**src/verilog/agsp_regs.vh**
```
// Register map, field positions and timing counts of the sampling block
`ifndef AGSP_REGS_VH
`define AGSP_REGS_VH

// Byte addresses on the register bus
`define AGSP_CTRL_ADDR        8'h00
`define AGSP_STAT_ADDR        8'h04
`define AGSP_ADDR_W           8

// Control register fields
`define AGSP_CTRL_EN_BIT      0
`define AGSP_CTRL_CONV_LSB    16
`define AGSP_CTRL_CONV_MSB    27
`define AGSP_CONV_W           12

// Status register fields
`define AGSP_STAT_BUSY_BIT    0
`define AGSP_STAT_HOLDA_BIT   1
`define AGSP_STAT_HOLDB_BIT   2
`define AGSP_STAT_PAR_BIT     3
`define AGSP_STAT_PTR_LSB     4
`define AGSP_STAT_PTR_MSB     6
`define AGSP_STAT_MODE_LSB    8
`define AGSP_STAT_MODE_MSB    9
`define AGSP_STAT_STATE_LSB   12
`define AGSP_STAT_STATE_MSB   13

// Readout interface modes
`define AGSP_MODE_PAR         2'h0
`define AGSP_MODE_BYTE        2'h1
`define AGSP_MODE_SER         2'h2

// Timing
`define AGSP_CLK_PERIOD_NS    8
`define AGSP_CONV_TIME_MAX_NS 4000
`define AGSP_CONV_CYCLES      (`AGSP_CONV_TIME_MAX_NS / `AGSP_CLK_PERIOD_NS)

// Reset values
`define AGSP_CTRL_RESET       32'h01f4_0001
`define AGSP_CS_IDLE          1'b1

`endif
```
**src/verilog/agsp_core.v**
```verilog
// Two-group sample control, conversion timing and parallel result readout
//
// What this block does
// - Two groups with separate triggers; oversampling pins make group B follow group A
// - Group A rising edge holds channels 1-4
// - Group A alone starts conversion only with oversampling pins set
// - Group B rising edge holds channels 5-8
// - Both groups held starts internal-clock conversion
// - Busy high from start, within maximum time
// - Busy fall loads all eight results
// - Read after busy gives fresh results
// - Read during busy gives previous results
// - Mode pins pick parallel, byte or serial
// - Tied strobe falling drives result bus
// - First tied read gives channel 1, flag high
// - Later tied reads ascend, flag low
// - Select fall enables bus, reads advance data
// - First read gives channel 1, flag high
// - Flag low from second read until select rise
// - Frame end floats bus and flag
// - All eight channels converted and read out
//
// The placing of the registers and the AHB-Lite slave port were chosen for this implementation.
`timescale 1ns/100ps
`include "agsp_regs.vh"

module agsp_core
#(
   parameter  CHANNELS = 8,
   parameter  RES_W    = 16,
   parameter  PTR_W    = 3
)
(
   // Clock and reset
   input  wire                       clk_sys,
   input  wire                       rst_n,
   // Sample triggers and oversampling pins
   input  wire                       group_a_sample_trigger,
   input  wire                       group_b_sample_trigger,
   input  wire [2:0]                 os_ratio_pin,
   // Interface choice pins
   input  wire                       iface_choice_pin,
   input  wire                       width_choice_pin,
   // Digitised front-end codes, channel 1 in the low bits
   input  wire [CHANNELS*RES_W-1:0]  ain_code,
   // Sample circuit and conversion status
   output reg                        hold_a,
   output reg                        hold_b,
   output reg                        busy,
   // Parallel readout strobes
   input  wire                       cs_n,
   input  wire                       rd_n,
   // Parallel readout outputs
   output reg  [RES_W-1:0]           result_bus,
   output reg                        result_bus_oe,
   output reg                        first_channel_flag,
   output reg                        first_channel_flag_oe,
   // AHB-Lite slave
   input  wire                       hsel,
   input  wire [31:0]                haddr,
   input  wire [1:0]                 htrans,
   input  wire                       hwrite,
   input  wire [2:0]                 hsize,
   input  wire                       hready,
   input  wire [31:0]                hwdata,
   output reg  [31:0]                hrdata,
   output wire                       hreadyout,
   output wire                       hresp
);

   localparam [1:0]  ST_IDLE = 2'h0;
   localparam [1:0]  ST_WAIT = 2'h1;
   localparam [1:0]  ST_CONV = 2'h2;

   // Integer count cut on purpose to the counter width
   localparam integer            CONV_CYCLES = `AGSP_CONV_CYCLES;
   localparam [`AGSP_CONV_W-1:0] CONV_MAX    = CONV_CYCLES[`AGSP_CONV_W-1:0];

   ////////////////////////////////////////////////////////////////////////
   // Pin synchronisers

   wire [3:0]  strobe_level;
   wire [3:0]  strobe_rise;
   wire [3:0]  strobe_fall;
   wire [4:0]  mode_level;

   agsp_pin_sync
   #(
      .W    (4),
      .INIT ({`AGSP_CS_IDLE, `AGSP_CS_IDLE, 2'b00})
   )
   u_strobe_sync
   (
      .clk_sys   (clk_sys),
      .rst_n     (rst_n),
      .pin_async ({rd_n, cs_n, group_b_sample_trigger,
                   group_a_sample_trigger}),
      .level     (strobe_level),
      .rise      (strobe_rise),
      .fall      (strobe_fall)
   );

   agsp_pin_sync
   #(
      .W    (5),
      .INIT (5'h00)
   )
   u_mode_sync
   (
      .clk_sys   (clk_sys),
      .rst_n     (rst_n),
      .pin_async ({os_ratio_pin, width_choice_pin, iface_choice_pin}),
      .level     (mode_level),
      .rise      (),
      .fall      ()
   );

   wire        trig_a_rise = strobe_rise[0];
   wire        trig_b_rise = strobe_rise[1];
   wire        cs_low      = ~strobe_level[2];
   wire        cs_rise     = strobe_rise[2];
   wire        rd_fall     = strobe_fall[3];
   wire        iface_s     = mode_level[0];
   wire        width_s     = mode_level[1];
   wire [2:0]  os_s        = mode_level[4:2];

   ////////////////////////////////////////////////////////////////////////
   // Interface mode decode

   reg  [1:0]  iface_mode;

   always @*
   begin
      if (!iface_s)
         iface_mode = `AGSP_MODE_PAR;
      else if (width_s)
         iface_mode = `AGSP_MODE_BYTE;
      else
         iface_mode = `AGSP_MODE_SER;
   end

   wire        par_mode  = (iface_mode == `AGSP_MODE_PAR);
   // Oversampling makes group B follow group A, as if triggers were tied
   wire        two_group = (os_s == 3'h0);

   ////////////////////////////////////////////////////////////////////////
   // AHB-Lite slave

   reg  [31:0]                ctrl;
   reg                        wr_pend;
   reg  [`AGSP_ADDR_W-1:0]    wr_addr;
   wire [31:0]                status;

   wire        bus_take = hsel & hready & htrans[1];

   assign hreadyout = 1'b1;
   assign hresp     = 1'b0;

   always @(posedge clk_sys or negedge rst_n)
   begin
      if (!rst_n)
      begin
         wr_pend <= 1'b0;
         wr_addr <= {`AGSP_ADDR_W{1'b0}};
         hrdata  <= 32'h0000_0000;
         ctrl    <= `AGSP_CTRL_RESET;
      end
      else
      begin
         if (wr_pend && (wr_addr == `AGSP_CTRL_ADDR))
            ctrl <= hwdata;
         wr_pend <= bus_take & hwrite;
         if (bus_take)
            wr_addr <= haddr[`AGSP_ADDR_W-1:0];
         if (bus_take && !hwrite)
         begin
            case (haddr[`AGSP_ADDR_W-1:0])
               `AGSP_CTRL_ADDR: hrdata <= ctrl;
               `AGSP_STAT_ADDR: hrdata <= status;
               default:         hrdata <= 32'h0000_0000;
            endcase
         end
      end
   end

   wire                    conv_enable = ctrl[`AGSP_CTRL_EN_BIT];
   wire [`AGSP_CONV_W-1:0] conv_req    =
      ctrl[`AGSP_CTRL_CONV_MSB:`AGSP_CTRL_CONV_LSB];

   // Software may shorten conversion, never stretch past the maximum
   reg  [`AGSP_CONV_W-1:0] conv_len;

   always @*
   begin
      if (conv_req == {`AGSP_CONV_W{1'b0}})
         conv_len = {{(`AGSP_CONV_W-1){1'b0}}, 1'b1};
      else if (conv_req > CONV_MAX)
         conv_len = CONV_MAX;
      else
         conv_len = conv_req;
   end

   ////////////////////////////////////////////////////////////////////////
   // Sample hold and conversion sequencing

   reg  [1:0]              state;
   reg  [1:0]              next_state;
   reg  [`AGSP_CONV_W-1:0] conv_cnt;
   reg                     conv_done;

   wire take_a = trig_a_rise;
   wire take_b = two_group ? trig_b_rise : trig_a_rise;
   wire both_held_next = (hold_a | take_a) & (hold_b | take_b);

   always @*
   begin
      next_state = state;
      case (state)
         ST_IDLE:
         begin
            if (conv_enable && (take_a || take_b))
               next_state = both_held_next ? ST_CONV : ST_WAIT;
         end
         ST_WAIT:
         begin
            if (both_held_next)
               next_state = ST_CONV;
         end
         ST_CONV:
         begin
            if (conv_cnt == {{(`AGSP_CONV_W-1){1'b0}}, 1'b1})
               next_state = ST_IDLE;
         end
         default:
            next_state = ST_IDLE;
      endcase
   end

   reg  [RES_W-1:0]  held   [0:CHANNELS-1];
   reg  [RES_W-1:0]  result [0:CHANNELS-1];
   integer           i;

   always @(posedge clk_sys or negedge rst_n)
   begin
      if (!rst_n)
      begin
         state     <= ST_IDLE;
         hold_a    <= 1'b0;
         hold_b    <= 1'b0;
         busy      <= 1'b0;
         conv_cnt  <= {`AGSP_CONV_W{1'b0}};
         conv_done <= 1'b0;
         for (i = 0; i < CHANNELS; i = i + 1)
         begin
            held[i]   <= {RES_W{1'b0}};
            result[i] <= {RES_W{1'b0}};
         end
      end
      else
      begin
         state     <= next_state;
         conv_done <= 1'b0;
         if (state != ST_CONV && (state != ST_IDLE || conv_enable))
         begin
            // Repeat edges on a group already held are ignored
            if (take_a && !hold_a)
            begin
               hold_a <= 1'b1;
               for (i = 0; i < CHANNELS/2; i = i + 1)
                  held[i] <= ain_code[i*RES_W +: RES_W];
            end
            if (take_b && !hold_b)
            begin
               hold_b <= 1'b1;
               for (i = CHANNELS/2; i < CHANNELS; i = i + 1)
                  held[i] <= ain_code[i*RES_W +: RES_W];
            end
         end
         if (state != ST_CONV && next_state == ST_CONV)
         begin
            busy     <= 1'b1;
            conv_cnt <= conv_len;
         end
         else if (state == ST_CONV)
         begin
            conv_cnt <= conv_cnt - {{(`AGSP_CONV_W-1){1'b0}}, 1'b1};
            if (next_state == ST_IDLE)
            begin
               busy      <= 1'b0;
               hold_a    <= 1'b0;
               hold_b    <= 1'b0;
               conv_done <= 1'b1;
               // Results change only here; reads mid-conversion see old
               for (i = 0; i < CHANNELS; i = i + 1)
                  result[i] <= held[i];
            end
         end
      end
   end

   ////////////////////////////////////////////////////////////////////////
   // Parallel readout

   reg  [PTR_W-1:0]  rd_ptr;
   wire              read_step = par_mode & cs_low & rd_fall;

   always @(posedge clk_sys or negedge rst_n)
   begin
      if (!rst_n)
      begin
         rd_ptr                <= {PTR_W{1'b0}};
         result_bus            <= {RES_W{1'b0}};
         result_bus_oe         <= 1'b0;
         first_channel_flag    <= 1'b0;
         first_channel_flag_oe <= 1'b0;
      end
      else
      begin
         // Select low drives the bus; tied strobes fall together
         result_bus_oe <= par_mode & cs_low;
         if (read_step)
         begin
            result_bus         <= result[rd_ptr];
            first_channel_flag <= (rd_ptr == {PTR_W{1'b0}});
            first_channel_flag_oe <= 1'b1;
            rd_ptr             <= rd_ptr + {{(PTR_W-1){1'b0}}, 1'b1};
         end
         if (cs_rise || !par_mode)
            first_channel_flag_oe <= 1'b0;
         if (conv_done)
            rd_ptr <= {PTR_W{1'b0}};
      end
   end

   ////////////////////////////////////////////////////////////////////////
   // Status word

   assign status = {18'h00000,
                    state,
                    2'h0,
                    iface_mode,
                    1'b0,
                    rd_ptr,
                    par_mode,
                    hold_b,
                    hold_a,
                    busy};

endmodule // agsp_core

```
**src/verilog/agsp_pin_sync.v**
```verilog
// Two-stage pin synchroniser with edge detection on the settled level
`timescale 1ns/100ps

module agsp_pin_sync
#(
   parameter          W    = 1,
   parameter [W-1:0]  INIT = {W{1'b0}}
)
(
   // Clock and reset
   input  wire          clk_sys,
   input  wire          rst_n,
   // Pins and settled view
   input  wire [W-1:0]  pin_async,
   output wire [W-1:0]  level,
   output wire [W-1:0]  rise,
   output wire [W-1:0]  fall
);

   reg  [W-1:0]  meta;
   reg  [W-1:0]  settled;
   reg  [W-1:0]  prev;

   always @(posedge clk_sys or negedge rst_n)
   begin
      if (!rst_n)
      begin
         meta    <= INIT;
         settled <= INIT;
         prev    <= INIT;
      end
      else
      begin
         meta    <= pin_async;
         settled <= meta;
         prev    <= settled;
      end
   end

   assign level = settled;
   assign rise  = settled & ~prev;
   assign fall  = ~settled & prev;

endmodule // agsp_pin_sync

```
**config.mk**
```make
export PLATFORM = sky130hd
export DESIGN_NAME = agsp_core
export DESIGN_NICKNAME = d
export VERILOG_FILES = /design/src/verilog/agsp_core.v /design/src/verilog/agsp_pin_sync.v
export VERILOG_INCLUDE_DIRS = /design/src /design/src/verilog
export SDC_FILE = /design/constraint.sdc
export NUM_CORES = 1
export LEC_CHECK = 0
export CORE_MARGIN = 1.5
export CORE_UTILIZATION = 25
export DETAILED_ROUTE_END_ITERATION = 8
export DONT_BUFFER_PORTS = 1
export PLACE_DENSITY = 0.45
export REMOVE_ABC_BUFFERS = 1
export SYNTH_ARGS = -nofsm -noshare
export SYNTH_HDL_FRONTEND = slang
export SYNTH_SLANG_ARGS = --single-unit
```
**constraint.sdc**
```tcl
create_clock -name clk_sys -period 4.1 [get_ports clk_sys]
set_input_delay 0.41 -clock clk_sys [delete_from_list [all_inputs] [get_ports clk_sys]]
set_output_delay 0.41 -clock clk_sys [all_outputs]
set_load 0.02 [all_outputs]
```
Word level (Yosys, flattened, before mapping)
Cells that the tools add are included.
- logic and storage cells: 128
- input bits: 211
- register bits after elaboration: 391
- output and inout bits: 56
- bitwise logic cells: 15
- equal/unequal tests: 6
- reduce and logical (&&, ||, !) cells: 31
- add/subtract/negate cells: 2
- muxes and demuxes: 36
- $lt $le $gt $ge: 2
- operators by type and width (operator ; count):
    $pmux W32 S2 ; 1
    $bmux W16 S3 ; 1
    $mux W12 ; 4
    $mux W16 ; 2
    $mux W1 ; 19
    $logic_not A8 Y1 ; 2
    $eq A12 B1 Y1 const B ; 1
    $gt A12 B9 Y1 const B ; 1
    $logic_not A12 Y1 ; 1
    $mux W2 ; 6
    $sub A12 B1 Y12 const B ; 1
    $reduce_bool A2 Y1 ; 5
    $eq A8 B3 Y1 const B ; 1
    $logic_and A1 B1 Y1 ; 7
    $and A1 B1 Y1 ; 6
    $logic_not A2 Y1 ; 3
    $logic_not A3 Y1 ; 2
    $mux W3 ; 2
    $pmux W2 S3 ; 1
    $reduce_and A2 Y1 ; 3
    $and A4 B4 Y4 ; 1
    $eq A2 B2 Y1 const B ; 2
    $ge A4 B4 Y1 const B ; 1
    $logic_not A1 Y1 ; 4
    other kinds (11) ; 15

Depth between registers and ports, before layout
Gate-level depths: netlist (run 1).
- word-level depth: 12
- depth in mapped cells: 9
- mapped depth without buffers: 7

By module
Synthesis (run 1) repeated with hierarchy kept, for this count alone.
- cell total of the unflattened synthesis: 1048
- area, all modules: 16034.1 um2
- by module, submodules not included (module ; area each (um2) ; cells each ; times used ; sequential area each (um2)):
    agsp_core ; 15193.3 ; 1003 ; 1 ; 9242.6
    agsp_pin_sync at u_mode_sync ; 462.9 ; 25 ; 1 ; 375.4
    agsp_pin_sync at u_strobe_sync ; 377.9 ; 20 ; 1 ; 307.8

Worst setup path after synthesis (run 1)
No wires, ideal clock.
- path type: reg-to-reg
- start: reg conv_cnt[2]
- end: reg result[120] in the netlist's numbering
- buffers on the path: 3
- library setup time: 127 ps
- required time: 3973 ps
- arrival time: 1977 ps
- stages on the path, launching flop included: 9
- period minus slack after synthesis: 2105 ps
- path slack: 1995 ps
- cells stage by stage: dfrtp_1 -> or3_4 -> nor3_4 -> and3_1 -> and2_1 -> buf_4 -> buf_12 -> buf_8 -> mux2_1
- cells in the longest elaborated chain, start to end: 7
- elaborated cells between the ends (all ways): 8
- those cells by class: eq/ne: 2; mux: 2; bitwise: 1; reduce/logical: 3
- RTL lines (element ; line ; source):
    from (decl) ; agsp_core.v:208 ; reg [`AGSP_CONV_W-1:0] conv_cnt;
    from (signal assigned) ; agsp_core.v:251 ; conv_cnt <= {`AGSP_CONV_W{1'b0}};
    from (signal assigned) ; agsp_core.v:282 ; conv_cnt <= conv_len;
    from (signal assigned) ; agsp_core.v:286 ; conv_cnt <= conv_cnt - {{(`AGSP_CONV_W-1){1'b0}}, 1'b1};
    $eq A12 B1 Y1 (*) ; agsp_core.v:231 ; if (conv_cnt == {{(`AGSP_CONV_W-1){1'b0}}, 1'b1})
    $mux W2 (*) ; agsp_core.v:231 ;
    $pmux W2 S3 (*) ; agsp_core.v:218 ; case (state)
    $eq A2 B2 Y1 ; agsp_core.v:279 ; if (state != ST_CONV && next_state == ST_CONV)
    $logic_and A1 B1 Y1 ; agsp_core.v:279 ;
    $not A1 Y1 (no line) ; -- ;
    $reduce_and A3 Y1 (no line) (*) ; -- ;
    to (signal, indexed assignment) ; agsp_core.v:256 ; result[i] <= {RES_W{1'b0}};
    to (signal, indexed assignment) ; agsp_core.v:295 ; result[i] <= held[i];
    to (decl) ; agsp_core.v:240 ; reg [RES_W-1:0] result [0:CHANNELS-1];
Mark *: on every way between the ends. The rest lies on a longest branch, timed or not.
A chain may end at the register's enable or synchronous reset.

Worst setup path after layout (run 1)
- start: reg conv_cnt[2]
- end: reg result[11] in the netlist's numbering
Same word-level chain as after synthesis.

==> results of run 1 <==
==> per-stage QoR <==
stage                     power (mW)  TNS, ns  instance area [sq um]  util (%)
after CTS                       11.5        0                  20200      32.0
after detailed placement        7.05        0                  16900      26.7
after floorplan                 6.50  -231.25                  15600         -
final                           11.2        0                  20200      32.0
after global placement          6.98        0                  16900      26.7
after global routing            11.8        0                  20200      32.0
==> Yosys cell counts (11+ instances only) <==
cell	n	share of area, %
mux2i_1	19	1.2
a21oi_1	20	0.62
clkbuf_1	20	0.47
buf_2	17	0.53
nor2_1	34	0.80
dfstp_2	13	2.1
mux4_2	32	4.5
inv_1	19	0.45
a22o_1	21	1.1
dfrtp_1	378	59
o21ai_0	11	0.34
mux2_2	206	14
mux2_4	80	7.5
==> layout by cell type, fill, tap and decap left out, types with 10 or more instances in the layout <==
master | netlist | layout
dfstp_2 | 13 | 13
o21ai_0 | 11 | 11
clkbuf_16 | 0 | 47
mux2_4 | 80 | 80
dlygate4sd3_1 | 0 | 178
mux4_2 | 32 | 32
nor2_1 | 34 | 34
dfrtp_1 | 378 | 375
mux2i_1 | 19 | 19
buf_4 | 7 | 16
inv_1 | 19 | 19
nand3_1 | 10 | 10
a22o_1 | 21 | 21
mux2_2 | 206 | 206
a21oi_1 | 20 | 20
mux2_1 | 10 | 10
==> worst paths after layout <==
path                                          end  slack, ns  depth (start not counted)
max in group asynchronous               held[126]       3.60                          0
min reg2reg                u_strobe_sync.level[1]       0.35                          0
max reg2reg                            result[11]       1.39                          6
min                                    wr_addr[3]      -0.43                          0
min in group clk_sys                    hrdata[8]       0.15                          3
max                                    result[11]       1.39                          6
==> cell type report <==
| type | instances | area share, % |
|---|---|---|
| diodes | 3 | 0.0372 |
| clock buffers | 65 | 6.60 |
| clock inverters | 17 | 1.00 |
| inverters | 19 | 0.353 |
| multi-input cells | 531 | 28.5 |
| flip-flops and latches | 391 | 48.5 |
| well taps | 846 | 5.24 |
| repair buffers | 197 | 9.71 |
==> cells by family after synthesis <==
family                   Yosys count  share of synthesized area [%]
multiplexers                     347                           28.4
adder cells (fa/ha/maj)            4                          0.312
XOR/XNOR                           5                          0.273
AO/OA/AOI/OAI                     82                           3.72
AND/OR/NAND/NOR                   91                           3.07
other                              2                         0.0469
flip-flops                       391                           61.2
buffers and inverters             76                           3.06
==> flip-flops by register name, summed over array words and instances, names as in the netlist, 8 cells and up <==
name and flops:
wr_addr 8, result 128, hrdata 32, result_bus 16, conv_cnt 12, ctrl 32
held 128
==> power groups by stage <==
| stage | clock, mW | combinational [mW] | sequential (mW) |
|---|---|---|---|
| detailed placement | 0 | 1.34 | 5.71 |
| CTS | 4.32 | 1.49 | 5.65 |
| finish | 4.14 | 1.46 | 5.59 |
| global placement | 0 | 1.29 | 5.69 |
| global route | 4.47 | 1.62 | 5.76 |
| floorplan | 0 | 1.15 | 5.35 |
==> per-layer routing <==
layer	vias up	part of all wire [%]	wire length (um)	track usage (%)
met5	-	0.080	30	0
met4	4	2.1	779	3.40
met3	56	6.1	2280	3.27
met2	214	47	17600	18.4
met1	4631	45	16900	15.4
li1	4028	-	-	-
==> results.md, run 1 <==
- Detailed-router iteration count before antenna repair: 5
- Share of layout cells above drive strength 1: between 30% and 40%
- Type of element capturing the critical path: register
- Cells after DPL: 1806
- DR WL/cell: ~18 um
- Number of antenna violations at the first check in global routing: 6
- Area enclosed by the die boundary: roughly 0.066 sq mm
- Switching Share: 26.1%
- Sequential power share: 49.9%
- Cell count after synthesis: about 1000
- Floorplan Core Area: 0.0632 sq mm
- Total congestion overflow after global routing: 0
- Via count normalized by instance count: 4.32
- Switch Pwr: between 2 and 3 mW
- Combined buffer and inverter count along the critical path: 1
- Clock group share of total power: 37.0%
- Die outline width: 256 um
- Critical R2R Launch: conv_cnt[2]
- Via count of the first global-routing pass: between 9000 and 10000
- Launching element of the worst setup path: conv_cnt[2]
- Wire length of the first global-routing pass: 59300 um
- CP top delay family: simple AND/OR/NAND/NOR gates
- Worst path cell trace: or3_4 -> nor3_4 -> and3_1 -> and2_4 -> buf_4 -> mux2_2
- Via total after detailed routing: 8933
- Antenna Violating Nets Remaining: 0
- Port buffer count: 0
- Post-synthesis area per instance: 16.1 sq um
- 1st-iter DRT viols: 426
- Share of synthesized flip-flops with an asynchronous set or reset: 100%
- CTS H-tree depth: 2
- Post-route clock skew: 0.0235 ns
- Post-synth EDFFs: 0
- Worst stage delay on the critical path: 0.60 ns
- Fin. max-slew vios: 0
- Die Ht: approximately 260 um
- Worst slew pin tran: about 1.2 ns
- Pin count of the biggest net entering global routing: between 300 and 400
- Source-to-sink clock delay at the later pin of the worst-skew pair: 0.57 ns
- Routed WL: 37700 um
- Total GRT Usage: 11.6%
- Startpoint class of the critical path: register
- Estimated wirelength of the detail-placed design: about 24000 um
- DRC viols: 0
- Max-cap check violation count: 0
- Flop and latch count out of synthesis: 391
- Sequential share of the synthesized area: 61.2%
- Min cycle time layout: 2.71 ns
- Data arrival at the endpoint of the critical path: about 3.2 ns
- Number of unique standard cell types used by synthesis: 57
- Result of the run: complete, but fails checks
- Setup repair after global routing missed its margin: no
- Combinational fraction of design power: 13.1%
- Total Nets Final: 1401
- Power per cell area: 554 mW/mm^2
- Post-cts repair resize count: 0
- Post-CTS clock slew at the launch and capture registers of the worst setup and hold paths: 0.06 ns
- Effective utilization at floorplan: 25.4%
- CP max FO: 32
- Post-CTS setup buffers: 0
- Register area: just under 0.01 sq mm
- Inserted Clock Buffers: 46
- Largest voltage drop on the vdd net: 0.283 mV
- Area added between synthesis and finish: 26.1%
- Global placement routability congestion: roughly 0.73
- Setup slack at placement: about 1.4 ns
- Achievable clock frequency: 370 MHz
- Worst hold-check slack: -0.432 ns
- # clock sinks: between 300 and 400
- Cell area after synthesis: roughly 0.016 sq mm
- Number of core rows: about 90
- Final setup fails: 0
- Maximum number of buffers from clock root to sink: 3
- Fin crit share: 66.0%
- Count of filler cells inserted in the layout: 6281
- Endpoint required time on the critical path: 4.55 ns
- Failing checks: negative hold slack
- Non-Filler Instances: 2069
- Cell with the biggest individual delay on the critical path: and2_4
- Leak: around 9 nW
- Final worst setup slack: 1.39 ns
- Commonest register cell after synthesis: dfrtp_1
- Max-slew headroom: 22.6%
- Area of the multi-input gates: 0.00576 sq mm
- CTS tree: yes
- Cell internal pwr: 8.27 mW
- Buffer cell driving the clock tree root: clkbuf_16
- Warnings, synthesis: 0
- Crit Path Class: reg2reg
- Final hold vios: 379
- CTS Hold Buffers Added: 178
- Hold Crit Class: in2async
- Ports: 267
(Power assumes the default switching activity.)
==> run 2, diff against run 1 <==
- PLACE_DENSITY: 0.45 -> 0.47
- clock period: 4.1 -> 2.2 ns (I/O delays scaled with it)
==> results.md, run 2 (synthesis gave the netlist of run 1 again) <==
- Area enclosed by the die boundary: 0.0656 sq mm (unchanged)
- Top layer in use: met5 (unchanged)
- Share of layout cells above drive strength 1: 38.0% (was 35.9%)
- Area added between synthesis and finish: 29.9% (was 26.1%)
- Setup repair after global routing missed its margin: yes (was no)
- Source-to-sink clock delay at the later pin of the worst-skew pair: 0.56 ns (was 0.57 ns)
- Routed WL: 38900 um (was 37700 um)
- Met2 routed wirelength: 17500 um (was 17600 um)
- Leading cell types in the layout, fill and taps excluded: dfrtp_1 (375), mux2_2 (206), dlygate4sd3_1 (179), mux2_4 (80), clkbuf_16 (51) (was dfrtp_1 (375), mux2_2 (206), dlygate4sd3_1 (178), mux2_4 (80), clkbuf_16 (47))
- CTS tree: yes (unchanged)
- Detailed-router iteration count before antenna repair: 4 (was 5)
- Max-cap check violation count: 0 (unchanged)
- Fin crit share: 98.9% (was 66.0%)
- Inserted Clock Buffers: 46 (unchanged)
- Power per cell area: 1010 mW/mm^2 (was 554 mW/mm^2)
- Combinational fraction of design power: 15.7% (was 13.1%)
- Post-route clock skew: 0.0130 ns (was 0.0235 ns)
- # clock sinks: 391 (unchanged)
- Largest voltage drop on the vdd net: 0.704 mV (was 0.283 mV)
- 1st-iter DRT viols: 452 (was 426)
- Failing checks: negative hold slack (unchanged)
- Biggest registers after layout: held (128), result (128) (unchanged)
- Result of the run: complete, but fails checks (unchanged)
- Port buffer count: 0 (unchanged)
- Startpoint class of the critical path: register (unchanged)
- Type of element capturing the critical path: register (unchanged)
- Antenna Violating Nets Remaining: 0 (unchanged)
- CTS Hold Buffers Added: 179 (was 178)
- Achievable clock frequency: 460 MHz (was 370 MHz)
- Die Ht: 256 um (unchanged)
- Data arrival at the endpoint of the critical path: 2.62 ns (was 3.15 ns)
- Sequential power share: 48.4% (was 49.9%)
- Clock group share of total power: 36.0% (was 37.0%)
- Max-slew headroom: 40.9% (was 22.6%)
- Endpoint required time on the critical path: 2.64 ns (was 4.55 ns)
- Fin. max-slew vios: 0 (unchanged)
- Critical R2R Launch: conv_cnt[3] (was conv_cnt[2])
- Fin util: 32.9% (was 32.0%)
- Final hold vios: 391 (was 379)
- Non-Filler Instances: 2115 (was 2069)
- Most common library cell in the layout ignoring fill and taps: dfrtp_1 (unchanged)
- Met1 Wirelength: 18100 um (was 16900 um)
- Global placement routability congestion: 0.775 (was 0.729)
- Pin count of the biggest net entering global routing: 392 (unchanged)
- DRC viols: 0 (unchanged)
- Via count of the first global-routing pass: 9776 (was 9714)
- Leak: 9.21 nW (was 8.90 nW)
- DR WL/cell: 18.4 um (was 18.2 um)
- Worst slew pin tran: 0.886 ns (was 1.16 ns)
- Estimated wirelength of the detail-placed design: 24800 um (was 23800 um)
- Met3 routed wirelength: 2510 um (was 2280 um)
- Wire length of the first global-routing pass: 60400 um (was 59300 um)
- Switching Share: 26.3% (was 26.1%)
- Worst hold-check slack: -0.644 ns (was -0.432 ns)
- Total GRT Usage: 11.9% (was 11.6%)
- Hold Crit Class: in2async (unchanged)
- Cell internal pwr: 15.6 mW (was 8.27 mW)
- Die outline width: 256 um (unchanged)
- Launching element of the worst setup path: conv_cnt[3] (was conv_cnt[2])
- Effective utilization at floorplan: 25.4% (unchanged)
- Buffer cell driving the clock tree root: clkbuf_16 (unchanged)
- Total Nets Final: 1449 (was 1401)
- CP max FO: 14 (was 32)
- Floorplan Core Area: 0.0632 sq mm (unchanged)
- Post-CTS clock slew at the launch and capture registers of the worst setup and hold paths: 0.06 ns (about the same)
- Ports: 267 (unchanged)
- Crit Path Class: reg2reg (unchanged)
- Via total after detailed routing: 9063 (was 8933)
- Number of core rows: 92 (unchanged)
- Final setup fails: 0 (unchanged)
- Number of antenna violations at the first check in global routing: 3 (was 6)
- Switch Pwr: 5.55 mW (was 2.92 mW)
- Via count normalized by instance count: 4.29 (was 4.32)
- Total congestion overflow after global routing: 0 (unchanged)
- Cells after DPL: 1840 (was 1806)
- Maximum number of buffers from clock root to sink: 3 (unchanged)
- CTS H-tree depth: 2 (unchanged)
- Min cycle time layout: 2.18 ns (was 2.71 ns)
-- run 2: changes by cell type in the layout (fill, tap and decap cells not counted), sizes merged --
cell and delta:
buf +44, clkbuf +7, bufinv -2, clkinv -2, clkinvlp -2, bufbuf +1, diode -1, dlygate4sd3 +1
-- run 2: per-layer routing --
metal  global-route usage, %  vias up
li1                        -     4117
met1                    16.2     4653
met2                    18.3      229
met3                    3.58       60
met4                    3.50        4
met5                       0        -
-- run 2: power groups by stage --
stage | combinational, mW | clock, mW | sequential, mW
final | 3.31 | 7.59 | 10.2
after global routing | 3.66 | 8.22 | 10.5
after CTS | 3.39 | 7.94 | 10.3
after detailed placement | 3.09 | 0 | 10.4
after global placement | 3.01 | 0 | 10.4
after floorplan | 2.14 | 0 | 9.97
-- run 2: cell type report --
cell class	instances	area, sq um
repair buffers	245	2600
inverters	19	71.3
clock inverters	11	124
fillers	6174	42400
clock buffers	70	1390
multi-input cells	531	5770
diodes	2	5.00
well taps	846	1060
flip-flops and latches	391	9810
-- run 2: what timing repair did --
action	4_1_cts	5_1_grt
gates cloned	1	2
endpoints found under the hold margin	571	391
endpoints found under the setup margin	32	90
pin swaps	1	0
gates resized for setup	1	3
buffers inserted	3	7
-- run 2: worst paths after layout --
path / end / slack, ns / cells past startpoint
max in group asynchronous: rd_ptr[0] / 2.01 / 0
setup reg to reg: result[33] / 0.02 / 7
hold / removal: hrdata[26] / -0.64 / 0
setup / recovery: result[33] / 0.02 / 7
min in group clk_sys: hrdata[16] / 0.09 / 3
hold reg to reg: u_mode_sync.level[4] / 0.35 / 0
-- run 2: critical path, stage by stage (launching register included) --
cell and delay [ns]:
dfrtp_1 0.41, or3_4 0.42, nor3_4 0.13, and3_1 0.19
and2_4 0.19, buf_12 0.17, buf_12 0.18, mux2_2 0.34
-- run 2: per-stage QoR --
| stage | setup slack [ns] | area [sq um] | power [mW] | hold WS (ns) | TNS, ns |
|---|---|---|---|---|---|
| floorplan | -3.72 | 15600 | 12.1 | -0.0756 | -696.18 |
| global placement | -0.00732 | 17300 | 13.4 | -0.0615 | -0.101 |
| detailed placement | -0.00361 | 17300 | 13.5 | -0.0648 | -0.00361 |
| CTS | 0.00256 | 20700 | 21.6 | -0.702 | 0 |
| global route | -0.0462 | 20800 | 22.4 | -0.694 | -0.834 |
| finish | 0.0242 | 20800 | 21.1 | -0.644 | 0 |
==> run 3, diff against run 2 <==
- CTS_BUF_LIST: unset -> sky130_fd_sc_hd__clkbuf_4
==> results.md, run 3 (synthesis gave the netlist of run 1 again) <==
- Crit Path Class: reg2reg (unchanged)
- Launching element of the worst setup path: conv_cnt[3] (unchanged)
- Achievable clock frequency: 460 MHz (about the same)
- Endpoint required time on the critical path: 2.92 ns (was 2.64 ns)
- # clock sinks: 391 (unchanged)
- Source-to-sink clock delay at the later pin of the worst-skew pair: 0.86 ns (was 0.56 ns)
- Number of core rows: 92 (unchanged)
- Min cycle time layout: 2.18 ns (about the same)
- Reg-to-reg setup timing slack: 0.02 ns (about the same)
- Setup repair after global routing missed its margin: yes (unchanged)
- Routed WL: 41600 um (was 38900 um)
- Max-cap check violation count: 0 (unchanged)
- Maximum number of buffers from clock root to sink: 3 (unchanged)
- Depth of the worst register-to-register path: 7 (unchanged)
- Hold Crit Class: in2async (unchanged)
- Effective utilization at floorplan: 25.4% (unchanged)
- Pin count of the biggest net entering global routing: 392 (unchanged)
- Worst hold-check slack: -0.939 ns (was -0.644 ns)
- Leak: 10.0 nW (was 9.21 nW)
- Floorplan Core Area: 0.0632 sq mm (unchanged)
- Wire length of the first global-routing pass: 65300 um (was 60400 um)
- Port buffer count: 0 (unchanged)
- Die Ht: 256 um (unchanged)
- Setup slack at placement: -0.00361 ns (unchanged)
- Via count of the first global-routing pass: 11200 (was 9776)
- Result of the run: complete, but fails checks (unchanged)
- Die outline width: 256 um (unchanged)
- Inserted Clock Buffers: 110 (was 46)
- Final total power: 20.5 mW (was 21.1 mW)
- Fin crit share: 98.9% (about the same)
- CP max FO: 13 (was 14)
- Ports: 267 (unchanged)
- Post-CTS clock slew at the launch and capture registers of the worst setup and hold paths: 0.07 ns (was 0.06 ns)
- Estimated wirelength of the detail-placed design: 24800 um (unchanged)
- Endpoint of the most critical register-to-register path: result[13] (was result[33])
- Fin. max-slew vios: 0 (unchanged)
- Final setup fails: 0 (unchanged)
- Global placement routability congestion: 0.775 (unchanged)
- CTS Hold Buffers Added: 350 (was 179)
- CTS tree: yes (unchanged)
- Share of layout cells above drive strength 1: 37.6% (was 38.0%)
- DR WL/cell: 17.3 um (was 18.4 um)
- Most common library cell in the layout ignoring fill and taps: dfrtp_1 (unchanged)
- Via total after detailed routing: 10200 (was 9063)
- Data arrival at the endpoint of the critical path: 2.90 ns (was 2.62 ns)
- Critical R2R Launch: conv_cnt[3] (unchanged)
- Total Nets Final: 1682 (was 1449)
- Worst slew pin tran: 1.23 ns (was 0.886 ns)
- Failing checks: negative hold slack (unchanged)
- DRC viols: 0 (unchanged)
- Fin Setup TNS: 0 ns (unchanged)
- Startpoint class of the critical path: register (unchanged)
- Power per cell area: 919 mW/mm^2 (was 1010 mW/mm^2)
- Final hold vios: 391 (unchanged)
- Via count normalized by instance count: 4.24 (was 4.29)
- Leading cell types in the layout, fill and taps excluded: dfrtp_1 (375), dlygate4sd3_1 (350), mux2_2 (206), clkbuf_4 (165), mux2_4 (80) (was dfrtp_1 (375), mux2_2 (206), dlygate4sd3_1 (179), mux2_4 (80), clkbuf_16 (51))
- Biggest registers after layout: held (128), result (128) (unchanged)
- Total GRT Usage: 12.9% (was 11.9%)
- Buffer cell driving the clock tree root: clkbuf_4 (was clkbuf_16)
- Number of antenna violations at the first check in global routing: 5 (was 3)
- Antenna Violating Nets Remaining: 0 (unchanged)
- CTS H-tree depth: 3 (was 2)
- Detailed-router iteration count before antenna repair: 5 (was 4)
- Post-route clock skew: 0.0549 ns (was 0.0130 ns)
- Final worst setup slack: 0.0241 ns (was 0.0242 ns)
- Worst setup path end: result[13] (was result[33])
- 1st-iter DRT viols: 440 (was 452)
- Type of element capturing the critical path: register (unchanged)
- Area enclosed by the die boundary: 0.0656 sq mm (unchanged)
- Max-slew headroom: 17.8% (was 40.9%)
- Total congestion overflow after global routing: 0 (unchanged)
- Area added between synthesis and finish: 39.6% (was 29.9%)
- Largest voltage drop on the vdd net: 0.593 mV (was 0.704 mV)
==> run 3: stage by stage <==
step | std cells | area (sq um) | hold slack (ns) | util (%)
floorplan | 941 | 15600 | -0.0756 | -
global placement | 1840 | 17300 | -0.0615 | 27.4
detailed placement | 1840 | 17300 | -0.0648 | 27.4
CTS | 2391 | 22300 | -1.11 | 35.3
global route | 2404 | 22400 | -1.11 | 35.4
finish | 2404 | 22400 | -0.939 | 35.4
==> run 3: where the power goes <==
group          switching [mW]  internal, mW  leakage [nW]  total [mW]
clock network            3.17          3.52         0.832        6.68
registers                1.38          8.84          5.03        10.2
logic                    1.24          2.40          4.13        3.64
total                    5.79          14.8          10.0        20.5
==> run 3: timing repair <==
item	CTS	global route
buffers inserted	3	7
pin swaps	1	0
gates cloned	1	0
resized for setup	1	3
hold endpoints to repair	601	391
setup endpoints to repair	23	48
==> run 3: how the worst min path moves through the flow <==
stage | from | end | slack, ns | depth (start not counted)
6_report | rst_n | wr_addr[0] | -0.94 | 0
5_1_grt | rst_n | wr_addr[0] | -1.11 | 0
4_1_cts | rst_n | wr_addr[0] | -1.11 | 0
3_5_place_dp | rst_n | hrdata[26] | -0.06 | 0
3_3_place_gp | rst_n | hrdata[10] | -0.06 | 0
2_1_floorplan | rst_n | busy | -0.08 | 0
==> run 3: area by class of cell <==
type,count,area (sq um)
clock buffers,165,1240
inverters,19,71.3
fillers,6093,40800
repair buffers,414,4250
well taps,846,1060
clock inverters,32,155
flip-flops and latches,391,9810
multi-input cells,531,5770
diodes,6,15.0
==> run 3: per-layer routing <==
layer | vias up | global-route usage [%] | routed length [um]
met3 | 109 | 4.30 | 2480
met5 | - | 0 | 13
met2 | 288 | 19.7 | 18800
li1 | 4668 | - | -
met4 | 2 | 5.54 | 1340
met1 | 5130 | 16.6 | 19000
==> run 3: critical path: stages, from the launching register on <==
cell,delay [ns]
dfrtp_1,0.41
or3_4,0.42
nor3_4,0.14
and3_1,0.19
and2_4,0.19
buf_12,0.19
buf_4,0.19
mux2_2,0.33
